File: src/pkg/iatc_regs.svh
// iatc_regs.svh: offsets, field positions, reset values and timing counts
// assumes a 32-bit Avalon-MM slave with byte addresses, one word per register
`ifndef IATC_REGS_SVH
`define IATC_REGS_SVH

// ==========================================
// register byte offsets
`define IATC_OFS_CTRL   6'h00
`define IATC_OFS_CMD    6'h04
`define IATC_OFS_MCOUNT 6'h08
`define IATC_OFS_BCOUNT 6'h0c
`define IATC_OFS_EXPDUR 6'h10
`define IATC_OFS_RATE   6'h14
`define IATC_OFS_LAG    6'h18
`define IATC_OFS_STAT   6'h1c
`define IATC_OFS_ACHV   6'h20
`define IATC_OFS_LEFT   6'h24

// ==========================================
// command bits and control width
`define IATC_CMD_BEGIN 0
`define IATC_CMD_END   1
`define IATC_CMD_SOFT  2
`define IATC_CTRL_W    16

// ==========================================
// reset values
`define IATC_CTRL_RST   16'h0020
`define IATC_COUNT_RST  16'h0001
`define IATC_EXPDUR_RST 20'h003e8
`define IATC_RATE_RST   20'h0000a
`define IATC_LAG_RST    20'h00000

// ==========================================
// timing
`define IATC_CLK_HZ   200000000
`define IATC_US_PER_S 1000000
`define IATC_RO_US    10
`define IATC_WIN_S    1

`endif

File: src/pkg/iatc_pkg.sv
// iatc_pkg: mode, control and state types of the acquisition sequencer
// assumes iatc_regs.svh holds all numeric constants
`default_nettype none
package iatc_pkg;
  typedef enum logic [1:0] {CAP_CONT = 2'b00, CAP_COUNTED = 2'b01, CAP_ONESHOT = 2'b10} iatc_cap_type;
  typedef enum logic {EXP_FIXED = 1'b0, EXP_PULSE = 1'b1} iatc_exp_type;
  typedef enum logic [1:0] {AE_OFF = 2'b00, AE_ONCE = 2'b01, AE_CONT = 2'b10} iatc_ae_type;
  typedef enum logic [1:0] {KIND_ACQ = 2'b00, KIND_FRAME = 2'b01, KIND_BURST = 2'b10} iatc_kind_type;
  typedef enum logic [2:0] {ORG_LINE0 = 3'b000, ORG_LINE1 = 3'b001, ORG_USER = 3'b010,
                            ORG_CNT = 3'b011, ORG_LOGIC = 3'b100, ORG_SOFT = 3'b101} iatc_org_type;
  typedef enum logic [2:0] {SNS_LOW = 3'b000, SNS_HIGH = 3'b001, SNS_FALL = 3'b010,
                            SNS_RISE = 3'b011, SNS_ANY = 3'b100} iatc_sense_type;
  typedef enum logic [2:0] {ST_IDLE = 3'b000, ST_ARMED = 3'b001, ST_LAG = 3'b010,
                            ST_WAIT = 3'b011, ST_EXPOSE = 3'b100} iatc_state_type;
  typedef struct packed {
    logic           overlap;
    iatc_sense_type sense;
    iatc_org_type   origin;
    iatc_kind_type  kind;
    logic           trig_en;
    iatc_ae_type    ae;
    iatc_exp_type   exp_mode;
    logic           manual;
    iatc_cap_type   mode;
  } iatc_ctrl_type;
  typedef struct packed {
    logic acquiring;
    logic exposing;
    logic readout;
    logic frame_start;
  } iatc_stat_type;
endpackage : iatc_pkg
`default_nettype wire

File: src/rtl/iatc_top.sv
// iatc_top: acquisition and trigger sequencer with Avalon-MM register slave
// assumes trigger lines are asynchronous pins; other trigger sources and
// the auto-exposure value come from logic on mclk_i
//
// Overview of operation
// - three capture modes; continuous after reset
// - counted mode captures multi_capture_count images then stops itself
// - one-shot mode captures one image then ends acquisition
// - begin and end commands start or halt capture in selected mode
// - manual rate follows requested rate; automatic otherwise; automatic after reset
// - achieved rate reported; drops when exposure outlasts frame period
// - fixed duration exposure by default; pulse width lets trigger set length
// - fixed exposure with auto off lasts exposure_duration microseconds
// - auto once adapts then turns itself off; continuous adapts always, reset value
// - triggering disabled after reset until trigger_enable set
// - acquisition-start trigger starts capture in current mode
// - frame-start needs one trigger per image; counted/one-shot need restart
// - burst trigger yields burst, counted or one image; no restart needed
// - trigger origin: line, user output, counter, logic block or software
// - sense: low level, high level, falling, rising or either edge
// - overlap off ignores triggers in readout; overlap accept starts image
// - trigger_lag microseconds between qualified trigger and exposure start
// - each software trigger command is one trigger event
//
// Chosen here: the placing of the registers and the Avalon-MM register port.
`include "iatc_regs.svh"
`default_nettype none
module iatc_top #(
  parameter int unsigned CLK_HZ  = `IATC_CLK_HZ,
  parameter int unsigned WIN_CYC = `IATC_WIN_S * `IATC_CLK_HZ
) (
  input  wire logic               mclk_i,
  input  wire logic               reset_i,
  input  wire logic               ce_i,
  input  wire logic [5:0]         avs_address_i,
  input  wire logic               avs_read_i,
  input  wire logic               avs_write_i,
  input  wire logic [31:0]        avs_writedata_i,
  output logic      [31:0]        avs_readdata_o,
  output logic                    avs_waitrequest_o,
  input  wire logic [1:0]         trig_line_i,
  input  wire logic               user_out_i,
  input  wire logic               counter_i,
  input  wire logic               logic_blk_i,
  input  wire logic [19:0]        ae_duration_i,
  output iatc_pkg::iatc_stat_type status_o
);
  import iatc_pkg::*;

  localparam logic [7:0]  US_CYC = 8'(CLK_HZ / `IATC_US_PER_S);
  localparam logic [15:0] RO_CYC = 16'(`IATC_RO_US * (CLK_HZ / `IATC_US_PER_S));
  localparam logic [31:0] HZ     = 32'(CLK_HZ);
  localparam logic [31:0] WIN    = 32'(WIN_CYC);

  // true when the selected sense condition holds
  function automatic logic sense_hit(input iatc_sense_type s, input logic cur, input logic prv);
    case (s)
      SNS_LOW:  sense_hit = ~cur;
      SNS_HIGH: sense_hit = cur;
      SNS_FALL: sense_hit = prv & ~cur;
      SNS_RISE: sense_hit = ~prv & cur;
      SNS_ANY:  sense_hit = prv ^ cur;
      default:  sense_hit = 1'b0;
    endcase
  endfunction : sense_hit

  // ==========================================
  // state declarations
  iatc_ctrl_type  ctrl_reg, ctrl_next;
  logic [15:0]    mcount_reg, mcount_next, bcount_reg, bcount_next;
  logic [19:0]    expdur_reg, expdur_next, rate_reg, rate_next, lag_reg, lag_next;
  logic           ack_reg, ack_next;
  logic [31:0]    rdata_reg, rdata_next;
  logic [1:0]     sync1_reg, sync2_reg;
  logic           prev_reg, prev_next;
  iatc_state_type state_reg, state_next;
  logic           acq_reg, acq_next, go_reg, go_next;
  logic [15:0]    left_reg, left_next, pend_reg, pend_next, ro_reg, ro_next;
  logic [7:0]     sub_reg, sub_next;
  logic [19:0]    ucnt_reg, ucnt_next;
  logic [31:0]    acc_reg, acc_next, win_reg, win_next;
  logic           tick_reg, tick_next;
  logic [19:0]    fcnt_reg, fcnt_next, achv_reg, achv_next;
  iatc_stat_type  stat_reg, stat_next;

  logic        wr_en, cmd_wr, begin_cmd, end_cmd, soft_cmd;
  logic        src_lvl, trig_hit, trig_end, trig_acc, free_run, pace_ok;
  logic        exp_end, fstart, fdone, stop_now, ae_once_done;
  logic [19:0] exp_us;
  logic [15:0] burst_load;
  logic [32:0] acc_sum;

  // ==========================================
  // avalon slave: one wait state, answer held while ce_i is low
  assign avs_waitrequest_o = (avs_read_i | avs_write_i) & ~(ack_reg & ce_i);
  assign avs_readdata_o    = rdata_reg;
  assign status_o          = stat_reg;
  assign wr_en     = ack_reg & avs_write_i;
  assign cmd_wr    = wr_en & (avs_address_i == `IATC_OFS_CMD);
  assign begin_cmd = cmd_wr & avs_writedata_i[`IATC_CMD_BEGIN];
  assign end_cmd   = cmd_wr & avs_writedata_i[`IATC_CMD_END];
  assign soft_cmd  = cmd_wr & avs_writedata_i[`IATC_CMD_SOFT];

  // register file next values; hardware clear of auto once beats a write
  always_comb begin
    ack_next    = (avs_read_i | avs_write_i) & ~ack_reg;
    rdata_next  = rdata_reg;
    ctrl_next   = ctrl_reg;
    mcount_next = mcount_reg;
    bcount_next = bcount_reg;
    expdur_next = expdur_reg;
    rate_next   = rate_reg;
    lag_next    = lag_reg;
    if (wr_en) begin
      case (avs_address_i)
        `IATC_OFS_CTRL:   ctrl_next   = iatc_ctrl_type'(avs_writedata_i[`IATC_CTRL_W-1:0]);
        `IATC_OFS_MCOUNT: mcount_next = avs_writedata_i[15:0];
        `IATC_OFS_BCOUNT: bcount_next = avs_writedata_i[15:0];
        `IATC_OFS_EXPDUR: expdur_next = avs_writedata_i[19:0];
        `IATC_OFS_RATE:   rate_next   = avs_writedata_i[19:0];
        `IATC_OFS_LAG:    lag_next    = avs_writedata_i[19:0];
        default: ;
      endcase
    end
    if (ae_once_done) begin
      ctrl_next.ae = AE_OFF;
      expdur_next  = ae_duration_i;
    end
    if (ack_next & avs_read_i) begin
      case (avs_address_i)
        `IATC_OFS_CTRL:   rdata_next = {16'h0000, ctrl_reg};
        `IATC_OFS_MCOUNT: rdata_next = {16'h0000, mcount_reg};
        `IATC_OFS_BCOUNT: rdata_next = {16'h0000, bcount_reg};
        `IATC_OFS_EXPDUR: rdata_next = {12'h000, expdur_reg};
        `IATC_OFS_RATE:   rdata_next = {12'h000, rate_reg};
        `IATC_OFS_LAG:    rdata_next = {12'h000, lag_reg};
        `IATC_OFS_STAT:   rdata_next = {25'h0000000, stat_reg, state_reg};
        `IATC_OFS_ACHV:   rdata_next = {12'h000, achv_reg};
        `IATC_OFS_LEFT:   rdata_next = {16'h0000, left_reg};
        default:          rdata_next = 32'h00000000;
      endcase
    end
  end

  always_ff @(posedge mclk_i or posedge reset_i) begin
    if (reset_i) begin
      ack_reg    <= 1'b0;
      rdata_reg  <= 32'h00000000;
      ctrl_reg   <= iatc_ctrl_type'(`IATC_CTRL_RST);
      mcount_reg <= `IATC_COUNT_RST;
      bcount_reg <= `IATC_COUNT_RST;
      expdur_reg <= `IATC_EXPDUR_RST;
      rate_reg   <= `IATC_RATE_RST;
      lag_reg    <= `IATC_LAG_RST;
    end else if (ce_i) begin
      ack_reg    <= ack_next;
      rdata_reg  <= rdata_next;
      ctrl_reg   <= ctrl_next;
      mcount_reg <= mcount_next;
      bcount_reg <= bcount_next;
      expdur_reg <= expdur_next;
      rate_reg   <= rate_next;
      lag_reg    <= lag_next;
    end
  end

  // ==========================================
  // trigger source selection and detection
  always_comb begin
    case (ctrl_reg.origin)
      ORG_LINE0: src_lvl = sync2_reg[0];
      ORG_LINE1: src_lvl = sync2_reg[1];
      ORG_USER:  src_lvl = user_out_i;
      ORG_CNT:   src_lvl = counter_i;
      ORG_LOGIC: src_lvl = logic_blk_i;
      default:   src_lvl = 1'b0;
    endcase
    prev_next = src_lvl;
    // software commands are single events whatever the sense setting
    if (ctrl_reg.origin == ORG_SOFT) begin
      trig_hit = soft_cmd;
      trig_end = soft_cmd;
    end else begin
      trig_hit = sense_hit(ctrl_reg.sense, src_lvl, prev_reg);
      trig_end = (ctrl_reg.sense == SNS_LOW || ctrl_reg.sense == SNS_HIGH) ? ~trig_hit : trig_hit;
    end
  end

  // two-stage synchroniser on the pins, then the edge history
  always_ff @(posedge mclk_i or posedge reset_i) begin
    if (reset_i) begin
      sync1_reg <= 2'b00;
      sync2_reg <= 2'b00;
      prev_reg  <= 1'b0;
    end else if (ce_i) begin
      sync1_reg <= trig_line_i;
      sync2_reg <= sync1_reg;
      prev_reg  <= prev_next;
    end
  end

  // ==========================================
  // qualification and sequencing
  assign trig_acc = ctrl_reg.trig_en & (state_reg == ST_ARMED) & trig_hit
                  & ((ro_reg == 16'h0000) | ctrl_reg.overlap);
  assign free_run = ~ctrl_reg.trig_en | ((ctrl_reg.kind == KIND_ACQ) & go_reg);
  assign pace_ok  = ~ctrl_reg.manual | tick_reg;
  // auto exposure only applies to fixed duration; the algorithm sits outside
  assign exp_us   = (ctrl_reg.ae == AE_OFF) ? expdur_reg : ae_duration_i;
  assign exp_end  = (ctrl_reg.exp_mode == EXP_PULSE) ? trig_end : (ucnt_reg >= exp_us);
  assign stop_now = (ctrl_reg.mode == CAP_COUNTED || ctrl_reg.mode == CAP_ONESHOT)
                  & ~(ctrl_reg.trig_en & (ctrl_reg.kind == KIND_BURST)) & (left_reg <= 16'h0001);
  assign ae_once_done = fdone & (ctrl_reg.ae == AE_ONCE) & (ctrl_reg.exp_mode == EXP_FIXED);

  always_comb begin
    case (ctrl_reg.mode)
      CAP_COUNTED: burst_load = mcount_reg;
      CAP_ONESHOT: burst_load = 16'h0001;
      default:     burst_load = bcount_reg;
    endcase
  end

  always_comb begin
    state_next = state_reg;
    acq_next   = acq_reg;
    go_next    = go_reg;
    left_next  = left_reg;
    pend_next  = pend_reg;
    sub_next   = (sub_reg == US_CYC - 8'h01) ? 8'h00 : sub_reg + 8'h01;
    ucnt_next  = ucnt_reg + 20'(sub_reg == US_CYC - 8'h01);
    ro_next    = (ro_reg != 16'h0000) ? ro_reg - 16'h0001 : ro_reg;
    fstart     = 1'b0;
    fdone      = 1'b0;
    case (state_reg)
      ST_IDLE: ;
      ST_ARMED: begin
        if (free_run) begin
          state_next = ST_WAIT;
        end else if (trig_acc) begin
          state_next = ST_LAG;
          sub_next   = 8'h00;
          ucnt_next  = 20'h00000;
          case (ctrl_reg.kind)
            KIND_FRAME: pend_next = 16'h0001;
            KIND_BURST: pend_next = burst_load;
            default:    pend_next = 16'h0000;
          endcase
        end
      end
      ST_LAG: begin
        if (ucnt_reg >= lag_reg) begin
          state_next = ST_WAIT;
          if (ctrl_reg.kind == KIND_ACQ) begin
            go_next = 1'b1;
          end
        end
      end
      ST_WAIT: begin
        if (pace_ok && (ro_reg == 16'h0000 || ctrl_reg.overlap)) begin
          state_next = ST_EXPOSE;
          fstart     = 1'b1;
          sub_next   = 8'h00;
          ucnt_next  = 20'h00000;
        end
      end
      ST_EXPOSE: begin
        if (exp_end) begin
          fdone     = 1'b1;
          ro_next   = RO_CYC;
          pend_next = (pend_reg != 16'h0000) ? pend_reg - 16'h0001 : 16'h0000;
          if (ctrl_reg.mode != CAP_CONT) begin
            left_next = (left_reg != 16'h0000) ? left_reg - 16'h0001 : 16'h0000;
          end
          if (stop_now) begin
            acq_next   = 1'b0;
            state_next = ST_IDLE;
          end else if (pend_reg > 16'h0001 || free_run) begin
            state_next = ST_WAIT;
          end else begin
            state_next = ST_ARMED;
          end
        end
      end
      default: state_next = ST_IDLE;
    endcase
    if (begin_cmd) begin
      acq_next   = 1'b1;
      go_next    = 1'b0;
      pend_next  = 16'h0000;
      left_next  = (ctrl_reg.mode == CAP_ONESHOT) ? 16'h0001 : mcount_reg;
      state_next = ST_ARMED;
    end
    if (end_cmd) begin
      acq_next   = 1'b0;
      pend_next  = 16'h0000;
      state_next = ST_IDLE;
    end
  end

  always_ff @(posedge mclk_i or posedge reset_i) begin
    if (reset_i) begin
      state_reg <= ST_IDLE;
      acq_reg   <= 1'b0;
      go_reg    <= 1'b0;
      left_reg  <= 16'h0000;
      pend_reg  <= 16'h0000;
      ro_reg    <= 16'h0000;
      sub_reg   <= 8'h00;
      ucnt_reg  <= 20'h00000;
    end else if (ce_i) begin
      state_reg <= state_next;
      acq_reg   <= acq_next;
      go_reg    <= go_next;
      left_reg  <= left_next;
      pend_reg  <= pend_next;
      ro_reg    <= ro_next;
      sub_reg   <= sub_next;
      ucnt_reg  <= ucnt_next;
    end
  end

  // ==========================================
  // frame pacing and achieved rate
  // phase accumulator avoids a divider; missed ticks merge so a long
  // exposure lowers the achieved rate instead of queueing frames
  always_comb begin
    acc_sum   = {1'b0, acc_reg} + {13'h0000, rate_reg};
    acc_next  = acc_reg;
    tick_next = tick_reg & ~fstart;
    if (!ctrl_reg.manual) begin
      acc_next  = 32'h00000000;
      tick_next = 1'b0;
    end else if (acc_sum >= {1'b0, HZ}) begin
      acc_next  = 32'(acc_sum - {1'b0, HZ});
      tick_next = 1'b1;
    end else begin
      acc_next  = acc_sum[31:0];
    end
    win_next  = win_reg + 32'h00000001;
    fcnt_next = fcnt_reg + 20'(fstart);
    achv_next = achv_reg;
    if (win_reg >= WIN - 32'h00000001) begin
      win_next  = 32'h00000000;
      achv_next = fcnt_next;
      fcnt_next = 20'h00000;
    end
    stat_next = '{acquiring: acq_next, exposing: (state_next == ST_EXPOSE),
                  readout: (ro_next != 16'h0000), frame_start: fstart};
  end

  always_ff @(posedge mclk_i or posedge reset_i) begin
    if (reset_i) begin
      acc_reg  <= 32'h00000000;
      tick_reg <= 1'b0;
      win_reg  <= 32'h00000000;
      fcnt_reg <= 20'h00000;
      achv_reg <= 20'h00000;
      stat_reg <= '0;
    end else if (ce_i) begin
      acc_reg  <= acc_next;
      tick_reg <= tick_next;
      win_reg  <= win_next;
      fcnt_reg <= fcnt_next;
      achv_reg <= achv_next;
      stat_reg <= stat_next;
    end
  end
endmodule : iatc_top
`default_nettype wire

File: config.mk
export PLATFORM = sky130hd
export DESIGN_NAME = iatc_top
export DESIGN_NICKNAME = d
export VERILOG_FILES = /design/src/pkg/iatc_pkg.sv /design/src/rtl/iatc_top.sv
export VERILOG_INCLUDE_DIRS = /design/src /design/src/pkg
export SDC_FILE = /design/constraint.sdc
export NUM_CORES = 1
export LEC_CHECK = 0
export ABC_AREA = 0
export BUFFER_PORTS_ARGS = -buffer_cell sky130_fd_sc_hd__buf_2
export CAP_MARGIN = 20
export CORE_MARGIN = 2
export CORE_UTILIZATION = 46
export DETAILED_ROUTE_END_ITERATION = 16
export GPL_TIMING_DRIVEN = 0
export SLEW_MARGIN = 25
export SYNTH_ARGS = -nofsm -noshare
export SYNTH_HDL_FRONTEND = slang
export SYNTH_SLANG_ARGS = --single-unit
File: constraint.sdc
create_clock -name mclk_i -period 12.8 [get_ports mclk_i]
set_input_delay 0 -clock mclk_i [delete_from_list [all_inputs] [get_ports mclk_i]]
set_output_delay 0 -clock mclk_i [all_outputs]
set_load 0.03 [all_outputs]
# Yosys cells after proc, flatten, opt, wreduce, memory -nomap -nowiden
# Index checks and enable logic that the tools add are counted.
# W data, S select, Z words.
[op_classes]
n_addsub = 9
n_lt_le_gt_ge = 6
n_eq_ne = 32
mux = 71
n_bitwise = 36
n_reduce_logical = 43
[ops]
columns = ["operator", "n"]
rows = [
  ["$mux W16", 15],
  ["$pmux W20 S9", 1],
  ["$mux W20", 8],
  ["$mux W32", 3],
  ["$pmux W16 S2", 3],
  ["$reduce_bool A16 Y1", 4],
  ["$sub A16 B1 Y16 const B", 3],
  ["$add A20 B1 Y20", 2],
  ["$ge A20 B20 Y1", 2],
  ["$pmux W20 S2", 1],
  ["$add A32 B20 Y33", 1],
  ["$ge A33 B28 Y1 const B", 1],
  ["$add A32 B1 Y32 const B", 1],
  ["$ge A32 B28 Y1 const B", 1],
  ["$mux W8", 4],
  ["$sub A32 B28 Y32 const B", 1],
  ["$eq A6 B5 Y1 const B", 4],
  ["$and A1 B1 Y1", 21],
  ["$mux W3", 7],
  ["$reduce_and A3 Y1", 7],
  ["$mux W1", 20],
  ["$reduce_bool A2 Y1", 10],
  ["$eq A3 B2 Y1 const B", 6],
  ["$gt A16 B1 Y1 const B", 1],
  ["30 further kinds", 70],
]
[word_totals]
ff_bits = 335
inputBits = 68
word_cells = 232

# Depth between registers and ports, before layout
# Gate-level depths: netlist of run 1.
[logic_depth]
ltp_word = 16
ltp_mapped = 21

# Least setup slack after synthesis of run 1
# No wires, ideal clock.
[synth_timing]
path_kind = "register -> register"
from = "reg ro_reg[0]"
to = "reg fcnt_reg[18]"
setup_ns = 0.128
t_arrival_ns = 4.433
path_slack_ns = 8.238
path_stages_with_launch = 22
n_path_buf = 1
path_cell_list = "dfrtp_1 inv_1 ha_1 nand2b_1 or4_1 clkbuf_1 nor4_4 o221a_2 and3_1 ha_1 ha_1 and3_1 and3_1 and3_1 and3_1 and3_1 and3_1 and3_1 nand3_1 nor2b_1 o21ai_0 o31ai_1"
[synth_between]
elab_chain_len = 7
[synth_lines]
columns = ["element", "line_no", "text"]
rows = [
  ["start, declared", "iatc_top.sv:78", "logic [15:0] left_reg, left_next, pend_reg, pend_next, ro_reg, ro_next;"],
  ["start signal, assigned", "iatc_top.sv:316", "ro_reg <= ro_next;"],
  ["$logic_not A16 Y1", "iatc_top.sv:259", "if (pace_ok && (ro_reg == 16'h0000 || ctrl_reg.overlap)) begin"],
  ["$logic_or A1 B1 Y1", "iatc_top.sv:259", ""],
  ["$logic_and A1 B1 Y1", "iatc_top.sv:259", ""],
  ["$mux W1", "iatc_top.sv:259", ""],
  ["$mux W1", "iatc_top.sv:234", "case (state_reg)"],
  ["via fstart", "iatc_top.sv:88", "logic exp_end, fstart, fdone, stop_now, ae_once_done;"],
  ["$add A20 B1 Y20", "iatc_top.sv:340", "fcnt_next = fcnt_reg + 20'(fstart);"],
  ["$mux W20", "iatc_top.sv:342", "if (win_reg >= WIN - 32'h00000001) begin"],
  ["end signal, assigned", "iatc_top.sv:363", "fcnt_reg <= fcnt_next;"],
  ["end, declared", "iatc_top.sv:83", "logic [19:0] fcnt_reg, fcnt_next, achv_reg, achv_next;"],
]
# The timed path passes the listed nets, and every way through them passes these cells.
# A chain may end at the register's enable or synchronous reset.

# Worst setup path in the final report of run 1
# Ends and elaborated chain as after synthesis.

==> results of run 1 <==
-- worst paths after layout --
| kind | start | endpoint | slack [ns] | depth (start not counted) |
|---|---|---|---|---|
| max | ro_reg[0] | fcnt_reg[18] | 6.82 | 21 |
| min | ce_i | win_reg[5] | 0.05 | 6 |
| max reg2reg | ro_reg[0] | fcnt_reg[18] | 6.82 | 21 |
| min reg2reg | avs_readdata_o[1] | avs_readdata_o[1] | 0.48 | 1 |
| max in group asynchronous | reset_i | ctrl_reg[5] | 11.41 | 5 |
| min in group asynchronous | reset_i | ro_reg[2] | 0.06 | 3 |
-- cells in the mapped netlist (18+ instances only) --
library cell and n:
a21o_1 45, a21oi_1 109, a222oi_1 18, a22oi_1 19
a31oi_1 43, and3_1 36, clkbuf_1 89, dfrtp_1 312
ha_1 81, inv_1 55, mux2_2 79, mux2i_1 37
nand2_1 194, nand2b_1 43, nand3_1 72, nand4_1 27
nor2_1 202, nor2b_1 20, nor3_1 41, o21ai_0 178
o22ai_1 25, o2bb2ai_1 42, xnor2_1 47, xor2_1 45
-- cell type report --
class                           instances  area (sq um)
Sequential cell                       323          8100
Buffer                                125           572
Fill cell                            3862         19400
Multi-Input combinational cell       1624         10800
Clock buffer                           61          1170
Tap cell                              539           674
Clock inverter                          8          88.8
Antenna cell                            2          5.00
Inverter                               58           225
Timing Repair Buffer                  139          1060
-- stage by stage --
stage / cells / instance area, sq um / power, mW
finish: 2879 / 22700 / 2.67
global route: 2877 / 22700 / 2.77
CTS: 2877 / 22700 / 2.68
detailed placement: 2749 / 20800 / 1.56
global placement: 2746 / 20700 / 1.54
floorplan: 2130 / 19600 / 1.41
-- cell families after synthesis --
kind of cell    after synthesis
simple gates                720
compound gates              593
flops                       323
buf+inv                     183
mux                         125
xor+xnor                     92
fa+ha+maj                    82
other cells                   1
-- power by group through the flow --
stage / Sequential [mW] / Combinational (mW) / Clock (mW)
3_5_place_dp: 1.19 / 0.361 / 0
6_report: 1.18 / 0.376 / 1.11
5_1_grt: 1.19 / 0.416 / 1.17
2_1_floorplan: 1.16 / 0.255 / 0
4_1_cts: 1.18 / 0.373 / 1.13
3_3_place_gp: 1.19 / 0.347 / 0
-- per-layer routing --
layer	wire, microns	share of wire (%)	global-route usage (%)	vias up
li1	-	-	-	8097
met5	0	0	0	-
met1	28600	43	41.2	8680
met2	29800	45	47.6	716
met3	4770	7.2	4.72	176
met4	3560	5.3	15.0	0
-- critical path, stage by stage (launching register included) --
cell	delay (ns)
dfrtp_1	0.43
inv_1	0.08
ha_1	0.21
nand2b_1	0.13
or4_1	0.40
clkbuf_1	0.20
nor4_4	0.70
o221a_2	0.41
and3_1	0.54
ha_1	0.30
ha_1	0.20
and3_1	0.22
and3_1	0.22
and3_1	0.26
and3_1	0.23
and3_1	0.25
and3_1	0.25
and3_1	0.27
nand3_1	0.15
nor2b_1	0.16
o21ai_0	0.14
o31ai_1	0.09
-- timing repair --
item                                   in CTS  in global routing
setup buffers                               0                  0
endpoints found under the hold margin     185                  0
hold buffers                               59                  0
gates resized for setup                     0                  0
==> results.cfg, run 1 <==
[status]
status = finished clean

[drt]
first_pass_iters = 8
drt_drc_violations_left = 0
drt_iter0_markers = 1780
via_count = 17669
totalWireLength_microns = 66700
wl_per_cell_microns = 23.2
vias_per_cell = 6.14
antenna_left = 0

[clock_network]
clk_latency_ns = 0.57
cts_buffer_depth = 3
htree_num_levels = 2
clock_tree.root_cell = clkbuf_16
clkSlewWorstSetupHoldPaths_ns = 0.06
cts_sinks = 323
cts_tree = built
numCtsBuffers = 39

[power]
powerDensity_nw_per_um2 = 118
p_leak_nw = 10.3
power_frac_comb_pct = 14.1
p_int_mw = 1.89
p_seq_share_pct = 44.2
ir_worst_vdd_v = 0.000101
pwr-share-clk_pct = 41.7
switchingPower_mw = 0.781
p_sw_share_pct = 29.3

[logic_synthesis]
yosysWarnings = 0
synth_compound_area_share_pct = 19.9
synth_area_sq_um = 19600
synth_enable_flop_cells = 0
synth_xor_area_share_pct = 4.11
ys_seq_area_share_pct = 41.3
syn_area_per_cell_sq_um = 9.25
postSynth.asyncResetShare_pct = 100
synthSimpleGateAreaFrac_pct = 18.0
yosys.area_share.adder_pct = 5.27
synth.top_cells.by_area = dfrtp_1 (40%), ha_1 (5.2%), o21ai_0 (4.5%)
synth_top_family_by_area = compound AO/OA/AOI/OAI gates
synth-seq-cells = 323
synthDistinctLibCells = 98
synthMuxAreaShare_pct = 7.42
yosys.area.top_type = dfrtp_1
yosys.area.top_type_share_pct = 39.8
synthFlopType = dfrtp_1
synth_cells = 2119

[global_routing]
antenna_found_initial = 2
grt_pass1_vias = 17202
overflow = 0
grtUsageTotal_pct = 30.4
grt_pass1_wl_microns = 102000
grt_max_degree = 97

[die]
ioPinCount = 105
start_util_pct = 46.6
die_w_microns = 210
die_y_microns = 210
core_area_sq_um = 42000
row_count = 75
die_area_sq_um = 44300

[cells_and_area]
layout_commonest_cell = dfrtp_1
drive_gt1_share_pct = 13.4
final_core_util_pct = 53.9
fin_nets = 2460
final_cell_mix = dfrtp_1 (312), nor2_1 (202), nand2_1 (194)
area.growth.synth_to_final_pct = 15.6

[setup_path]
cp_data_required_time_ns = 13.24
start_kind = flip-flop
end_kind = flip-flop
crit_arrival_ns = 6.42
cp_max_fo = 8
crit_type = reg -> reg

[place]
dp_hpwl_microns = 48800
pre_cts_ws_ns = 6.92
port_buffers = 77
place_congestion = 0.962

[sta]
hold_viol_final = 0
setup_ws_ns = 6.82
setup_viol = 0
fin_tns_setup_ns = 0
maxSlewViolCount = 0
rsz0062_at_grt = false
fmax_mhz = 167
tightest_slew_ns = 1.11
skew_ns = 0.00956
post-route-period-util_pct = 46.8
timing.hold.ws_ns = 0.0474
period_minus_slack_ns = 5.98
maxSlewHeadroom_pct = 26.0

[worst_hold_path]
min_path_type = in -> reg

[run]
maxCapViolations = 0
Power figures use the tool's default switching activity.
==> run 2: changes to the inputs <==
==> constraint.sdc (replaced) <==
create_clock -name mclk_i -period 5.8 [get_ports mclk_i]
set_input_delay 0 -clock mclk_i [delete_from_list [all_inputs] [get_ports mclk_i]]
set_output_delay 0 -clock mclk_i [all_outputs]
set_load 0.03 [all_outputs]
==> results.cfg, run 2 (same netlist as run 1, synthesis figures left out) <==
[status]
status = finished clean

[die]
row_count = 75
start_util_pct = 46.6
die_area_sq_um = 44300
ioPinCount = 105
core_area_sq_um = 42000
die_y_microns = 210
die_w_microns = 210

[sta]
tightest_slew_ns = 1.12
rsz0062_at_grt = false
maxSlewViolCount = 0
hold_viol_final = 0
maxSlewHeadroom_pct = 25.6
fmax_mhz = 185
period_minus_slack_ns = 5.41
post-route-period-util_pct = 93.3
setup_viol = 0
fin_tns_setup_ns = 0
skew_ns = 0.0224

[cells_and_area]
final_cell_mix = dfrtp_1 (312), nor2_1 (202), nand2_1 (194)
area.growth.synth_to_final_pct = 16.9
final_core_util_pct = 54.5
fin_nets = 2474
seqCellArea_sq_um = 8100
layout_commonest_cell = dfrtp_1
drive_gt1_share_pct = 14.1
final.fill_count = 3781
finalInstanceArea_sq_um = 22900
multi_input_area_sq_um = 10800

[setup_path]
end_kind = flip-flop
cp_max_fo = 10
slowest_delay_ns = 0.68
cpMostUsedCell = a21o_1
cp_slowest_cell = buf_1
start_kind = flip-flop
path_cells = nor2_1, buf_1, mux2_2, ha_1, nand2b_1, a21o_1, a21o_1, a21o_1, a21o_1, a2111oi_0, o31a_1, nor3_4, nand3_1, nand3_1, clkbuf_1, o22ai_1, dlygate4sd3_1, nor2_1
crit_arrival_ns = 5.91
cp_data_required_time_ns = 6.30
crit_type = reg -> reg

[clock_network]
clkSlewWorstSetupHoldPaths_ns = 0.06
cts_buffer_depth = 3
cts_sinks = 323
cts_tree = built
clk_latency_ns = 0.57
htree_num_levels = 2
clock_tree.root_cell = clkbuf_16
numCtsBuffers = 39

[worst_hold_path]
min_path_type = in -> async

[power]
ir_worst_vdd_v = 0.000234
p_total_mw = 6.00
powerDensity_nw_per_um2 = 262
p_leak_nw = 10.4

[global_routing]
grt_pass1_vias = 17127
grt_max_degree = 32
grtUsageTotal_pct = 30.4
overflow = 0
antenna_found_initial = 0
grt_pass1_wl_microns = 103000

[drt]
via_count = 17703
first_pass_iters = 7
wl_per_cell_microns = 23.1
vias_per_cell = 6.12
antenna_left = 0
totalWireLength_microns = 66800
drt_drc_violations_left = 0
drt_iter0_markers = 1475

[place]
placed_area_sq_um = 20900
dp_hpwl_microns = 49400
place_congestion = 0.999
port_buffers = 77

[run]
maxCapViolations = 0
## run 2: cell types whose count changed in the layout (fill, tap and decap cells not counted), moves of 2 or more
cell / change
buf_4: +4
bufinv_16: +2
buf_16: -3
buf_12: +11
dlygate4sd3_1: +2
clkinv_2: +3
## run 2: metal layers
metal,part of all wire (%),global-route usage (%),vias to the layer above
li1,-,-,8140
met1,43,41.4,8765
met2,46,48.4,654
met3,6.6,4.51,144
met4,4.4,13.6,0
met5,0,0,-
## run 2: through the flow
stage | setup slack, ns | cells | hold slack, ns
floorplan | 1.24 | 2130 | 0.117
global placement | -0.630 | 2746 | 0.240
detailed placement | -0.0691 | 2757 | 0.125
CTS | 0.315 | 2894 | 0.0121
finish | 0.389 | 2895 | 0.0686
global route | 0.0435 | 2894 | 0.0922
## run 2: worst max-delay path: cells and delay by family, from the launching register on
kind,cells,cell delay (ns)
compound gates,7,1.04
fa+ha+maj,1,0.27
buf+inv,3,1.83
mux,1,0.43
simple gates,6,1.30
flops,1,0.43
## run 2: final cells by class
| type | instances | share of cell area, % |
|---|---|---|
| diodes | 1 | 0.0109 |
| plain buffers | 125 | 2.50 |
| clock buffers | 60 | 5.09 |
| clock inverters | 12 | 0.677 |
| inverters | 58 | 0.967 |
| multi-input cells | 1624 | 47.0 |
| flip-flops and latches | 323 | 35.3 |
| well taps | 539 | 2.94 |
| repair buffers | 153 | 5.44 |
## run 2: final timing paths
kind / from / to / slack, ns / cells past startpoint
setup / recovery: ctrl_reg[4] / expdur_reg[14] / 0.39 / 18
hold / removal: reset_i / avs_readdata_o[3] / 0.07 / 3
setup reg to reg: ctrl_reg[4] / expdur_reg[14] / 0.39 / 18
hold reg to reg: avs_readdata_o[18] / avs_readdata_o[18] / 0.47 / 1
max in group asynchronous: reset_i / sub_reg[1] / 4.47 / 7
min in group mclk_i: counter_i / prev_reg / 0.07 / 4
## run 2: what timing repair did
item / in CTS / in global routing
hold buffers: 61 / 0
endpoints found under the hold margin: 197 / 0
endpoints found under the setup margin: 2 / 3
buffers inserted: 4 / 0
pin swaps: 1 / 0
cloned: 0 / 0
resized for setup: 0 / 3
## run 2: power by group
group	total (mW)	switching [mW]	internal [mW]
clock network	2.56	1.03	1.52
logic	0.841	0.508	0.333
registers	2.61	0.193	2.41
